### config.mk
export PLATFORM = sky130hd
export DESIGN_NAME = fhr_front_end
export DESIGN_NICKNAME = d
export VERILOG_FILES = /design/src/verilog/fhr_pkg.sv /design/src/verilog/fhr_front_end.sv /design/src/verilog/fhr_sync.sv
export SDC_FILE = /design/constraint.sdc
export NUM_CORES = 1
export LEC_CHECK = 0
export BUFFER_PORTS_ARGS = -buffer_cell sky130_fd_sc_hd__buf_4
export CORE_AREA = 5 5 93 95
export DETAILED_ROUTE_END_ITERATION = 12
export DIE_AREA = 0 0 98 100
export MAX_ROUTING_LAYER = met4
export PLACE_DENSITY = 0.74
export SYNTH_ARGS = -nofsm -noshare
export SYNTH_HDL_FRONTEND = slang
export SYNTH_SLANG_ARGS = --single-unit
### constraint.sdc
create_clock -name sys_clk -period 2.3 [get_ports sys_clk]
set_input_delay 0 -clock sys_clk [delete_from_list [all_inputs] [get_ports sys_clk]]
set_output_delay 0 -clock sys_clk [all_outputs]
set_load 0.02 [all_outputs]
### src/verilog/fhr_pkg.sv
package fhr_pkg;
  localparam logic [2:0] OFS_STATUS_A   = 3'h0;
  localparam logic [2:0] OFS_STATUS_B   = 3'h1;
  localparam logic [2:0] OFS_OUT_CTRL   = 3'h2;
  localparam logic [2:0] OFS_TAPE       = 3'h3;
  localparam logic [2:0] OFS_MAIN_RATE  = 3'h4;
  localparam logic [2:0] OFS_DATA_QUEUE = 3'h5;
  localparam logic [2:0] OFS_INPUT_CFG  = 3'h7;
  localparam int CFG_IDX_BASE = 0;
  localparam int CFG_IDX_MODE = 1;
  localparam int CFG_IDX_FWP  = 2;
  localparam int MODE_BIT_ENH2    = 0;
  localparam int MODE_BIT_DENSITY = 1;
  localparam int MODE_BIT_IDENT   = 2;
  localparam int OCR_BIT_SOFTRST  = 2;
  localparam int OCR_BIT_DMAEN    = 3;
  localparam int FWP_BIT_FORCE    = 0;
  localparam logic [7:0] OCR_RESET  = 8'h00;
  localparam logic [7:0] TAPE_RESET = 8'h00;
  localparam logic [7:0] RATE_RESET = 8'h02;
  localparam logic [7:0] CFG_RESET  = 8'h00;
  localparam logic [7:0] MODE_RESET = 8'h06;
  typedef enum {FHR_FULL_HOST, FHR_ALT_STATUS, FHR_COMPACT} fhr_mode_t;
  typedef struct packed {
    logic writeProtectN;
    logic indexPulseN;
    logic trackZeroN;
  } fhr_disk_in_t;
  typedef struct packed {
    logic stepOut;
    logic stepDirIn;
    logic headSide;
    logic floppyInterruptOut;
    logic dmaRequest;
    logic [7:0] mainStatus;
    logic [7:0] queueData;
    logic diskChange;
  } fhr_core_t;
endpackage : fhr_pkg

### src/verilog/fhr_front_end.sv
module fhr_front_end
  import fhr_pkg::*;
(
  input  wire logic         sys_clk,
  input  wire logic         rst_b,
  input  wire logic [15:0]  hostAddr,
  input  wire logic [7:0]   hostDataIn,
  output logic      [7:0]   hostDataOut,
  output logic              hostDataOe_b,
  input  wire logic         hostRead,
  input  wire logic         hostWrite,
  input  wire logic         dmaAck,
  input  wire logic         configState,
  input  wire logic [1:0]   cfgIndex,
  input  wire logic         cfgWrite,
  input  wire logic [7:0]   cfgData,
  input  wire fhr_disk_in_t diskIn,
  input  wire fhr_core_t    coreIn,
  output logic              softResetActive,
  output logic              enhancedMode2,
  output logic              dmaEnable,
  output logic              dmaPinsDriven,
  output logic              terminalCountHigh,
  output logic              densitySelectHigh,
  output logic [7:0]        outputControl,
  output logic [7:0]        tapeAssign,
  output logic [7:0]        rateSelect,
  output logic [7:0]        rateConfig,
  output logic [7:0]        queueWriteData,
  output logic              queueWrite,
  output logic              queueRead
);
  logic [7:0]   baseHigh_reg;
  logic         blockEnable_reg;
  logic [7:0]   modeCfg_reg;
  logic [7:0]   forceWp_reg;
  logic [7:0]   outputControl_reg;
  logic [7:0]   tape_reg;
  logic [7:0]   rate_reg;
  logic [7:0]   rateCfg_reg;
  logic         stepLatch_reg;
  logic         stepPrev_reg;
  logic [7:0]   readData_reg;
  logic         readDrive_reg;
  logic [7:0]   queueWriteData_reg;
  logic         queueWrite_reg;
  fhr_disk_in_t diskSync;
  fhr_mode_t    mode;
  logic         hit;
  logic         rdHit;
  logic         wrHit;
  logic [2:0]   offs;
  logic         inputRead;
  logic         stepRise;
  logic         forceWp;
  logic         wpActive;
  logic [7:0]   statusA;
  logic [7:0]   readMux;
  logic         readFloats;

  function automatic fhr_mode_t decodeMode(input logic ident,
                                           input logic density);
    // unlisted combination ident high, density low falls to full-host
    if (ident)
      return FHR_FULL_HOST;
    else if (density)
      return FHR_ALT_STATUS;
    else
      return FHR_COMPACT;
  endfunction : decodeMode

  fhr_sync #(
    .WIDTH(3)
  ) u_sync (
    .sys_clk (sys_clk),
    .rst_b   (rst_b),
    .asyncIn (diskIn),
    .syncOut (diskSync)
  );

  assign mode = decodeMode(modeCfg_reg[MODE_BIT_IDENT],
                           modeCfg_reg[MODE_BIT_DENSITY]);
  assign enhancedMode2 = modeCfg_reg[MODE_BIT_ENH2];

  assign hit   = blockEnable_reg && (hostAddr[15:3] ==
                 {5'h00, baseHigh_reg});
  assign offs  = hostAddr[2:0];
  assign rdHit = (hit && hostRead) || (dmaAck && hostRead);
  assign wrHit = (hit && hostWrite) || (dmaAck && hostWrite);
  assign queueRead = rdHit && (dmaAck || offs == OFS_DATA_QUEUE);
  assign inputRead = hit && hostRead && !dmaAck &&
                     offs == OFS_INPUT_CFG;

  assign softResetActive = !outputControl_reg[OCR_BIT_SOFTRST];
  // dma enable honoured except alternate mode
  assign dmaEnable = (mode == FHR_ALT_STATUS) ? 1'b1 :
                     outputControl_reg[OCR_BIT_DMAEN];
  // alternate mode always drives request pins
  assign dmaPinsDriven = dmaEnable;
  assign terminalCountHigh = (mode != FHR_ALT_STATUS);
  assign densitySelectHigh = (mode == FHR_FULL_HOST);

  assign stepRise = coreIn.stepOut && !stepPrev_reg;
  assign forceWp  = forceWp_reg[FWP_BIT_FORCE];
  assign wpActive = !diskSync.writeProtectN || forceWp;

  always_comb begin
    statusA = 8'h00;
    statusA[7] = coreIn.floppyInterruptOut;
    if (mode == FHR_COMPACT) begin
      statusA[0] = !coreIn.stepDirIn;
      statusA[1] = wpActive;
      statusA[2] = !diskSync.indexPulseN;
      statusA[3] = !coreIn.headSide;
      statusA[4] = !diskSync.trackZeroN;
      statusA[5] = stepLatch_reg;
      statusA[6] = coreIn.dmaRequest;
    end else begin
      statusA[0] = coreIn.stepDirIn;
      statusA[1] = !wpActive;
      statusA[2] = diskSync.indexPulseN;
      statusA[3] = coreIn.headSide;
      statusA[4] = diskSync.trackZeroN;
      statusA[5] = coreIn.stepOut;
      statusA[6] = 1'b1;
    end
  end

  always_comb begin
    readMux = 8'h00;
    readFloats = 1'b0;
    if (dmaAck) begin
      readMux = coreIn.queueData;
    end else begin
      case (offs)
        OFS_STATUS_A: begin
          readMux = statusA;
          readFloats = (mode == FHR_FULL_HOST);
        end
        OFS_STATUS_B:   readFloats = 1'b1;
        OFS_OUT_CTRL:   readMux = outputControl_reg;
        OFS_TAPE:       readMux = tape_reg;
        OFS_MAIN_RATE:  readMux = coreIn.mainStatus;
        OFS_DATA_QUEUE: readMux = coreIn.queueData;
        OFS_INPUT_CFG:  readMux = {coreIn.diskChange, 7'h7F};
        default:        readFloats = 1'b1;
      endcase
    end
  end

  // configuration writes gated by config state
  always_ff @(posedge sys_clk) begin
    if (!rst_b) begin
      baseHigh_reg    <= CFG_RESET;
      blockEnable_reg <= 1'b0;
      modeCfg_reg     <= MODE_RESET;
      forceWp_reg     <= CFG_RESET;
    end else if (configState && cfgWrite) begin
      case (cfgIndex)
        2'h0: begin
          baseHigh_reg    <= cfgData;
          blockEnable_reg <= 1'b1;
        end
        2'h1:    modeCfg_reg <= cfgData;
        2'h2:    forceWp_reg <= cfgData;
        default: blockEnable_reg <= 1'b0;
      endcase
    end
  end

  always_ff @(posedge sys_clk) begin
    if (!rst_b) begin
      outputControl_reg <= OCR_RESET;
      tape_reg          <= TAPE_RESET;
      rate_reg          <= RATE_RESET;
      rateCfg_reg       <= RATE_RESET;
    end else if (wrHit && !dmaAck) begin
      case (offs)
        // soft reset bit stored with the rest
        OFS_OUT_CTRL:  outputControl_reg <= hostDataIn;
        OFS_TAPE:      tape_reg <= hostDataIn;
        OFS_MAIN_RATE: rate_reg <= hostDataIn;
        OFS_INPUT_CFG: rateCfg_reg <= hostDataIn;
        default:       tape_reg <= tape_reg;
      endcase
    end
  end

  always_ff @(posedge sys_clk) begin
    if (!rst_b) begin
      stepLatch_reg <= 1'b0;
      stepPrev_reg  <= 1'b0;
    end else begin
      stepPrev_reg <= coreIn.stepOut;
      if (stepRise)
        stepLatch_reg <= 1'b1;
      else if (inputRead || softResetActive)
        stepLatch_reg <= 1'b0;
    end
  end

  always_ff @(posedge sys_clk) begin
    if (!rst_b) begin
      readData_reg       <= 8'h00;
      readDrive_reg      <= 1'b0;
      queueWriteData_reg <= 8'h00;
      queueWrite_reg     <= 1'b0;
    end else begin
      readData_reg   <= readMux;
      readDrive_reg  <= rdHit && !readFloats;
      queueWrite_reg <= wrHit && (dmaAck || offs == OFS_DATA_QUEUE);
      if (wrHit)
        queueWriteData_reg <= hostDataIn;
    end
  end

  assign hostDataOut    = readData_reg;
  assign hostDataOe_b   = !readDrive_reg;
  assign outputControl  = outputControl_reg;
  assign tapeAssign     = tape_reg;
  assign rateSelect     = rate_reg;
  assign rateConfig     = rateCfg_reg;
  assign queueWriteData = queueWriteData_reg;
  assign queueWrite     = queueWrite_reg;
endmodule : fhr_front_end

### src/verilog/fhr_sync.sv
module fhr_sync
  import fhr_pkg::*;
#(
  parameter int WIDTH = 3
) (
  input  wire logic             sys_clk,
  input  wire logic             rst_b,
  input  wire logic [WIDTH-1:0] asyncIn,
  output logic      [WIDTH-1:0] syncOut
);
  logic [WIDTH-1:0] stage1_reg;
  // two flops; only the second stage is seen by the register file
  always_ff @(posedge sys_clk) begin
    if (!rst_b) begin
      stage1_reg <= '1;
      syncOut    <= '1;
    end else begin
      stage1_reg <= asyncIn;
      syncOut    <= stage1_reg;
    end
  end
endmodule : fhr_sync

== Yosys cells after proc, flatten, opt, wreduce, memory -nomap -nowiden ==
Index checks and enable logic that the tools add are counted.
Storage, ports and cells
  register bits after elaboration: 71
  latch bits: 0
  RAM bits: 0
  bits in read-only memories: 0
  input port bits: 66
  word-level logic and storage cells: 82
  memories kept: 0
Operators by class
  $add $sub $neg: 0
  $mul: 0
  divide/modulo/power cells: 0
  magnitude comparators: 0
  equality and inequality tests: 11
  shift-type cells: 0
  mux-type cells: 11
  bitwise operators: 1
  reductions and logical operators: 43
Operator list (number)
  8-bit case mux with 6 select lines: 1
  32-bit by 2-bit equality test with 1-bit output (second input constant): 1
  32-bit by 3-bit equality test with 1-bit output (second input constant): 1
  32-bit logical NOT: 1
  32-bit by 2-bit inequality test with 1-bit output (second input constant): 1
  2-bit AND reduction: 8
  13-bit by 8-bit equality test with 1-bit output: 1
  1-bit logical AND: 13
  1-bit logical NOT: 11
  3-bit equality test (second input constant): 3
  8-bit two-way mux: 1
  7-bit two-way mux: 1
  3-bit by 2-bit equality test with 1-bit output (second input constant): 2
  1-bit logical OR: 5
  5-bit OR reduction: 1
  1-bit two-way mux: 4
  2-bit two-way mux: 2
  1-bit case mux with 2 select lines: 2
  3-bit logical NOT: 1
  2-bit by 1-bit equality test with 1-bit output (second input constant): 1
  2-bit equality test (second input constant): 1
  2-bit logical NOT: 1
  2-bit nonzero test: 1
  2-bit OR reduction: 1
  1-bit NOT: 1

== Logic depth before layout (Yosys ltp) ==
Gate-level depths: netlist of the first run.
  depth in word-level cells: 8
  gate-level depth with buffers: 6

== Hierarchy ==
Synthesis of the first run repeated with hierarchy kept, for this count alone.
Unflattened totals
  cells, all modules: 354
  area total of the unflattened synthesis: 3348.2 um^2
Modules (own cells, without submodules)
  fhr_front_end: instances 1, cells each 342, area each 3190.6 um^2, seq. area each 1301.2 um^2
  fhr_sync: instances 1, cells each 12, area each 157.7 um^2, seq. area each 120.1 um^2

== Worst setup path before layout of the first run ==
No wires, ideal clock.
  path type: reg2reg
  start point: register baseHigh_reg[6]
  end point: register tape_reg[0] (netlist: tapeAssign[0])
  library setup time: 124 ps
  data arrival time: 1963 ps
  data required time: 2176 ps
  slack: 213 ps
  stages on the path, launching flop included: 7
  buffers on the path: 1
  cell sequence: dfxtp_1 -> xor2_1 -> nor4_1 -> nand3_2 -> or4_1 -> buf_2 -> mux2i_1
Between the ends
  longest elaborated chain between the ends: 6
RTL lines
  start, declared: RTL line fhr_front_end.sv:33  | logic [7:0] baseHigh_reg;
  start signal, assigned: RTL line fhr_front_end.sv:161  | baseHigh_reg <= cfgData;
  13-bit by 8-bit equality test with 1-bit output: RTL line fhr_front_end.sv:85  | assign hit = blockEnable_reg && (hostAddr[15:3] ==
  1-bit logical AND: RTL line fhr_front_end.sv:85
  1-bit logical AND: RTL line fhr_front_end.sv:89  | assign wrHit = (hit && hostWrite) || (dmaAck && hostWrite);
  1-bit logical OR: RTL line fhr_front_end.sv:89
  1-bit logical AND: RTL line fhr_front_end.sv:177  | end else if (wrHit && !dmaAck) begin
  2-bit AND reduction (no line)
  end signal, assigned: RTL line fhr_front_end.sv:181  | OFS_TAPE: tape_reg <= hostDataIn;
  end signal, assigned: RTL line fhr_front_end.sv:184  | default: tape_reg <= tape_reg;
  end, declared: RTL line fhr_front_end.sv:38  | logic [7:0] tape_reg;
No other way between the ends.
A chain may end at the register's enable or synchronous reset.

== Final worst setup path of the first run ==
  start point: register baseHigh_reg[6]
  end point: register tape_reg[5] (netlist: tapeAssign[5])
Same word-level chain as after synthesis.

==> impl_metrics.env, run 1 <==
export IMPL_cp_top_family="simple AND/OR/NAND/NOR gates"
export IMPL_detailed_place_hpwl_um=6620
export IMPL_cts_htree_levels=3
export IMPL_global_route_usage_total_pct=19.4
export IMPL_critical_path_class="reg -> reg"
export IMPL_share_comb_of_total_power_pct=14.2
export IMPL_yosysTopAreaCellShare_pct=43.6
export IMPL_net_switching_power_mw=0.648
export IMPL_endpoint_of_the_worst_register_to_register_path="tapeAssign[5]$_SDFFE_PN0P_"
export IMPL_worst_path_buf_inv=1
export IMPL_cts_buffers_inserted=9
export IMPL_cp_start_kind="flop"
export IMPL_lkg_pwr_nw=2.27
export IMPL_fin_util_pct=62.3
export IMPL_clkPwrFrac_pct=37.9
export IMPL_num_nets_final=570
export IMPL_drcViolationCount=0
export IMPL_final_hold_worst_slack_ns=0.0315
export IMPL_fin_total_pwr_mw=2.66
export IMPL_post_synth_instance_area_um2=3260
export IMPL_vias_in_the_first_global_route=3107
export IMPL_grt_max_degree=82
export IMPL_multi_input_area_um2=1720
export IMPL_worst_setup_hold_path_clk_slew_ns=0.08
export IMPL_layout_common_cells="buf_4 (129), dfxtp_1 (71), nand2_1 (56), mux2i_1 (56), dlygate4sd3_1 (30)"
export IMPL_yosysWarnings=0
export IMPL_netlist_cell_type_count=42
export IMPL_area_growth_pct=46.2
export IMPL_synth_enable_flop_cells=0
export IMPL_ant_nets=0
export IMPL_dpl_cell_count=562
export IMPL_worst_setup_path_endpoint="tapeAssign[5]$_SDFFE_PN0P_"
export IMPL_io_pin_count=123
export IMPL_numPortBuffers=122
export IMPL_worst_setup_path_end_kind="flop"
export IMPL_grt_ovfl_total=0
export IMPL_num_vias=3024
export IMPL_critical_path_cell_chain="xor2_1 > nor4_1 > buf_4 > nand3_2 > or4_1 > mux2i_1"
export IMPL_worst_endpoint_required_ns=2.50
export IMPL_synthDominantAreaCellType="dfxtp_1"
export IMPL_post_route_period_util_pct=89.8
export IMPL_gp_congestion=0.782
export IMPL_cp_num_cells=6
export IMPL_cts_sinks=71
export IMPL_ys_dominant_reg_cell="dfxtp_1"
export IMPL_cts_root_buf="clkbuf_8"
export IMPL_hold_depth=3
export IMPL_n_antenna_cell=0
export IMPL_cp_slowest_stage_delay_ns=0.75
export IMPL_reg2regPathDepth=6
export IMPL_synth_async_sr_flop_share_pct=0
export IMPL_timing_slew_headroom_pct=51.4
export IMPL_chipWidth_um=98
export IMPL_report_final_setup_viol=0
export IMPL_core_um2=7650
export IMPL_p_int_mw=2.01
export IMPL_ff2ff_setup_slack_ns=0.23
export IMPL_floorplan_initialDensity_pct=42.6
export IMPL_finClkSkew_ns=0.00834
export IMPL_cts_root_to_sink_buffers=2
export IMPL_cp_arrival_ns=2.27
export IMPL_status="completed"
export IMPL_grt_first_pass_wirelength_um=15000
export IMPL_finalMaxSlewViolations=0
export IMPL_synth_seq_area_share_pct=43.6
export IMPL_cts_tree="yes"
export IMPL_mapped_cells=353
export IMPL_cp_slowest_cell="or4_1"
export IMPL_worst_skew_pair_late_latency_ns=0.33
export IMPL_power_density_over_cell_area_nw_per_um2=558
export IMPL_placement_rows=32
export IMPL_fin_setup_tns_ns=0
export IMPL_drt_iter0_drc=126
export IMPL_layout_area_seq_um2=1420
export IMPL_seqPwrFrac_pct=47.8
export IMPL_via_per_inst=4.98
export IMPL_grt_setup_unrepaired="no"
export IMPL_drt_pass1_iter_count=4
export IMPL_cp_max_fo=8
export IMPL_min_period_ns=2.07
export IMPL_hold_viol_final=0
export IMPL_worstMarginPinSlew_ns=0.730
export IMPL_mostFrequentLayoutCell="buf_4"
export IMPL_worstReg2RegStart="baseHigh_reg[6]$_SDFFE_PN0P_"
export IMPL_synth_seq_cells=71
export IMPL_design_die_area_um2=9800
export IMPL_irDropWorstVdd_mv=0.374
export IMPL_syn_nets=422
export IMPL_synthTopCellsByArea="dfxtp_1 (44%), mux2i_1 (17%), nand2_1 (6.4%)"
export IMPL_crit_path_start="baseHigh_reg[6]$_SDFFE_PN0P_"
export IMPL_antenna_found_initial=0
export IMPL_routed_wire_length_per_instance_um=15.4
export IMPL_worst_hold_path_type="in -> reg"
export IMPL_dieHeight_um=100
export IMPL_drv_max_cap_violation_count=0
export IMPL_power_share_switching_pct=24.4
export IMPL_stdcell_count=607
export IMPL_final_layout_size_suffix_gt1_share_pct=29.9
export IMPL_nFillCells=668
export IMPL_finalWirelength_um=9340
export IMPL_avgSynthCellArea_um2=9.24
export IMPL_top_achievable_clock_speed_mhz=484
[worst reg2reg max path: cells and delay by family, from the launching register on]
kind	cells	cell delay, ns
XOR/XNOR	1	0.16
buffers and inverters	1	0.18
flip-flops	1	0.33
multiplexers	1	0.19
AND/OR/NAND/NOR	3	1.09
[worst min-delay path by stage]
stage,startpoint,endpoint,slack [ns]
5_1_grt,dmaAck,hostDataOut[7]$_SDFF_PN0_,0.03
4_1_cts,dmaAck,hostDataOut[7]$_SDFF_PN0_,0.02
6_report,dmaAck,hostDataOut[7]$_SDFF_PN0_,0.03
2_1_floorplan,diskIn[0],u_sync.stage1_reg[0]$_SDFF_PN1_,0.10
3_5_place_dp,diskIn[1],u_sync.stage1_reg[1]$_SDFF_PN1_,0.19
3_3_place_gp,diskIn[2],u_sync.stage1_reg[2]$_SDFF_PN1_,0.19
[synth_stat cells (3+ instances only)]
master     n
dfxtp_1   71
mux2i_1   56
nand2_1   56
nor2b_1   27
clkbuf_1  17
o21ai_0   15
nand2b_1  12
nor2_1    12
inv_1      8
xor2_1     8
a31oi_1    7
a21boi_0   5
nand3_1    5
xnor2_1    5
a211oi_1   4
a221oi_1   4
buf_1      3
ha_1       3
mux2_2     3
nand4_1    3
nor3_1     3
[power groups by stage]
stage / Combinational [mW] / Sequential (mW) / Clock [mW]
after floorplan: 0.150 / 1.32 / 0
after global placement: 0.329 / 1.30 / 0
after detailed placement: 0.336 / 1.30 / 0
after CTS: 0.377 / 1.27 / 1.03
after global routing: 0.411 / 1.27 / 1.07
final: 0.378 / 1.27 / 1.01
[through the flow]
stage          setup WS [ns]  cell area [µm²]
4_1_cts                0.218             4770
3_3_place_gp           0.106             4270
3_5_place_dp          0.0967             4270
5_1_grt               0.0818             4770
2_1_floorplan          0.213             3260
6_report               0.234             4770
[logic make-up after synthesis]
logic type / count (synthesis) / synth area share, %
xor gates and xnor gates: 13 / 3.49
and+or+nand+nor: 132 / 20.8
adders and majority gates: 3 / 1.15
buffers and inverters: 30 / 3.61
muxes: 59 / 18.2
AOI/OAI and AO/OA: 45 / 9.17
DFF: 71 / 43.6
[metal layers]
layer  vias to the layer above  GRT usage [%]  routed length [µm]
met5                         -              -                   0
met4                         0           5.86                 138
met3                        13           4.86                 466
met2                        93           32.1                4610
met1                      1416           23.4                4120
li1                       1502              -                   -
[timing repair]
item                       4_1_cts  5_1_grt
gates resized for setup          0        0
hold endpoints to repair        43        0
setup buffers                    0        0
setup endpoints to repair        0        0
hold buffers                    30        0
[area by class of cell]
class                   count  share of cell area (%)
flip-flops and latches     71                    29.8
well taps                 102                    2.68
inverters                   8                   0.630
clock buffers              12                    3.25
repair buffers            159                    26.6
clock inverters             3                   0.892
multi-input cells         252                    36.1
(Power assumes the default switching activity.)
==> run 2, diff against run 1 <==
Settings changed: PLACE_DENSITY 0.74 to 0.7.
==> impl_metrics.env, run 2 (synthesized netlist as in run 1, its figures left out) <==
export IMPL_gr_usage_met3_pct=7.02
export IMPL_drcViolationCount=0
export IMPL_ff2ff_setup_slack_ns=0.20
export IMPL_gp_congestion=0.849
export IMPL_lkg_pwr_nw=2.28
export IMPL_global_route_met1_usage_pct=24.7
export IMPL_cts_sinks=71
export IMPL_holdCritStartpoint="dmaAck"
export IMPL_worst_path_buf_inv=1
export IMPL_chipWidth_um=98
export IMPL_worstMarginPinSlew_ns=0.701
export IMPL_seqPwrFrac_pct=47.0
export IMPL_power_density_over_cell_area_nw_per_um2=566
export IMPL_grt_first_pass_wirelength_um=15300
export IMPL_clkPwrFrac_pct=39.0
export IMPL_cp_top_family="simple AND/OR/NAND/NOR gates"
export IMPL_fin_setup_tns_ns=0
export IMPL_buffers_inserted_by_post_cts_timing_repair=0
export IMPL_grt_setup_unrepaired="no"
export IMPL_net_switching_power_mw=0.638
export IMPL_cts_root_to_sink_buffers=2
export IMPL_drt_iter0_drc=60
export IMPL_nFillCells=665
export IMPL_placement_rows=32
export IMPL_globalRoute_busiestLayer="met2"
export IMPL_finalMaxSlewViolations=0
export IMPL_dieHeight_um=100
export IMPL_p_int_mw=2.07
export IMPL_detailed_place_hpwl_um=6700
export IMPL_cp_max_fo=8
export IMPL_final_layout_size_suffix_gt1_share_pct=29.6
export IMPL_cts_buffers_inserted=9
export IMPL_power_share_switching_pct=23.6
export IMPL_ant_nets=0
export IMPL_worst_hold_path_type="in -> reg"
export IMPL_n_antenna_cell=0
export IMPL_timing_slew_headroom_pct=53.0
export IMPL_worst_setup_hold_path_clk_slew_ns=0.08
export IMPL_io_pin_count=123
export IMPL_via_per_inst=4.90
export IMPL_core_um2=7650
export IMPL_grt_max_degree=63
export IMPL_num_nets_final=571
export IMPL_cp_start_kind="flop"
export IMPL_hold_viol_final=0
export IMPL_num_vias=2979
export IMPL_timing_hold_worst_endpoint="hostDataOut[0]$_SDFF_PN0_"
export IMPL_numPortBuffers=122
export IMPL_share_comb_of_total_power_pct=14.0
export IMPL_vias_in_the_first_global_route=3070
export IMPL_floorplan_initialDensity_pct=42.6
export IMPL_stdcell_count=608
export IMPL_layout_common_cells="buf_4 (130), dfxtp_1 (71), nand2_1 (56), mux2i_1 (56), dlygate4sd3_1 (30)"
export IMPL_drv_max_cap_violation_count=0
export IMPL_post_route_period_util_pct=91.4
export IMPL_report_final_setup_viol=0
export IMPL_cp_slowest_cell="or4_1"
export IMPL_grt_ovfl_total=0
export IMPL_antenna_found_initial=0
export IMPL_routed_wire_length_per_instance_um=15.0
export IMPL_area_growth_pct=46.6
export IMPL_worst_endpoint_required_ns=2.51
export IMPL_cp_slowest_stage_delay_ns=0.76
export IMPL_min_period_ns=2.10
export IMPL_status="completed"
export IMPL_finalWirelength_um=9090
export IMPL_cts_tree="yes"
export IMPL_top_achievable_clock_speed_mhz=476
export IMPL_global_route_usage_met2_pct=30.6
export IMPL_placed_area_um2=4280
export IMPL_cts_htree_levels=3
export IMPL_irDropWorstVdd_mv=0.423
export IMPL_drt_pass1_iter_count=5
export IMPL_crit_path_start="baseHigh_reg[6]$_SDFFE_PN0P_"
export IMPL_worst_setup_path_end_kind="flop"
export IMPL_final_design_area_no_fill_um2=4780
export IMPL_reg2regPathDepth=6
export IMPL_hold_depth=3
export IMPL_fin_total_pwr_mw=2.71
export IMPL_worst_skew_pair_late_latency_ns=0.34
export IMPL_dpl_cell_count=563
export IMPL_cp_arrival_ns=2.31
export IMPL_mostFrequentLayoutCell="buf_4"
export IMPL_finClkSkew_ns=0.0105
export IMPL_worstReg2RegStart="baseHigh_reg[6]$_SDFFE_PN0P_"
export IMPL_critical_path_class="reg -> reg"
export IMPL_endpoint_of_the_worst_register_to_register_path="tapeAssign[7]$_SDFFE_PN0P_"
export IMPL_global_route_usage_total_pct=19.7
export IMPL_cts_root_buf="clkbuf_8"
export IMPL_design_die_area_um2=9800
export IMPL_critical_path_cell_chain="xor2_1 > nor4_1 > buf_4 > nand3_2 > or4_1 > mux2i_1"
run 2: changes by cell type in the layout (fill, tap and decap cells not counted), sizes merged:
cell	previous run	this run
bufinv	1	2
clkinvlp	1	0
buf	129	130
run 2: cell type report:
class	instances	area, µm²	area share, %
Sequential cell	71	1420	29.7
Inverter	8	30.0	0.628
Tap cell	102	128	2.67
Timing Repair Buffer	160	1280	26.7
Clock inverter	3	68.8	1.44
Multi-Input combinational cell	252	1720	36.0
Clock buffer	12	135	2.83
run 2: stage by stage:
step	setup WS (ns)	hold WS, ns	util, %
detailed placement	0.0684	0.188	55.9
finish	0.197	0.0302	62.5
floorplan	0.213	0.101	-
global placement	0.101	0.190	55.9
CTS	0.190	0.0144	62.5
global route	0.0783	0.0324	62.5
run 2: metal layers:
metal	part of all wire (%)	up-vias
li1	-	1505
met3	6.9	9
met5	0	-
met1	45	1382
met2	47	83
met4	0.99	0
run 2: how the worst max path moves through the flow:
stage | endpoint | slack [ns] | depth (start not counted)
6_report | tapeAssign[7]$_SDFFE_PN0P_ | 0.20 | 6
3_3_place_gp | tapeAssign[0]$_SDFFE_PN0P_ | 0.10 | 6
3_5_place_dp | tapeAssign[7]$_SDFFE_PN0P_ | 0.07 | 6
4_1_cts | tapeAssign[2]$_SDFFE_PN0P_ | 0.19 | 6
2_1_floorplan | tapeAssign[0]$_SDFFE_PN0P_ | 0.21 | 6
5_1_grt | tapeAssign[4]$_SDFFE_PN0P_ | 0.08 | 6
run 2: what timing repair did:
| action | 4_1_cts | 5_1_grt |
|---|---|---|
| hold buffers | 30 | 0 |
| gates resized for setup | 0 | 0 |
| endpoints found under the hold margin | 51 | 0 |
run 2: tightest hold or removal path, delay by kind of cell:
family,cells,cell delay [ns]
AO/OA/AOI/OAI,1,0.07
buffers and inverters,1,0.18
AND/OR/NAND/NOR,1,0.07
run 2: power by group through the flow:
stage,Sequential (mW),Combinational (mW),Clock [mW]
after floorplan,1.32,0.150,0
after global placement,1.30,0.332,0
after detailed placement,1.30,0.337,0
after CTS,1.27,0.379,1.08
after global routing,1.27,0.415,1.14
final,1.27,0.378,1.06
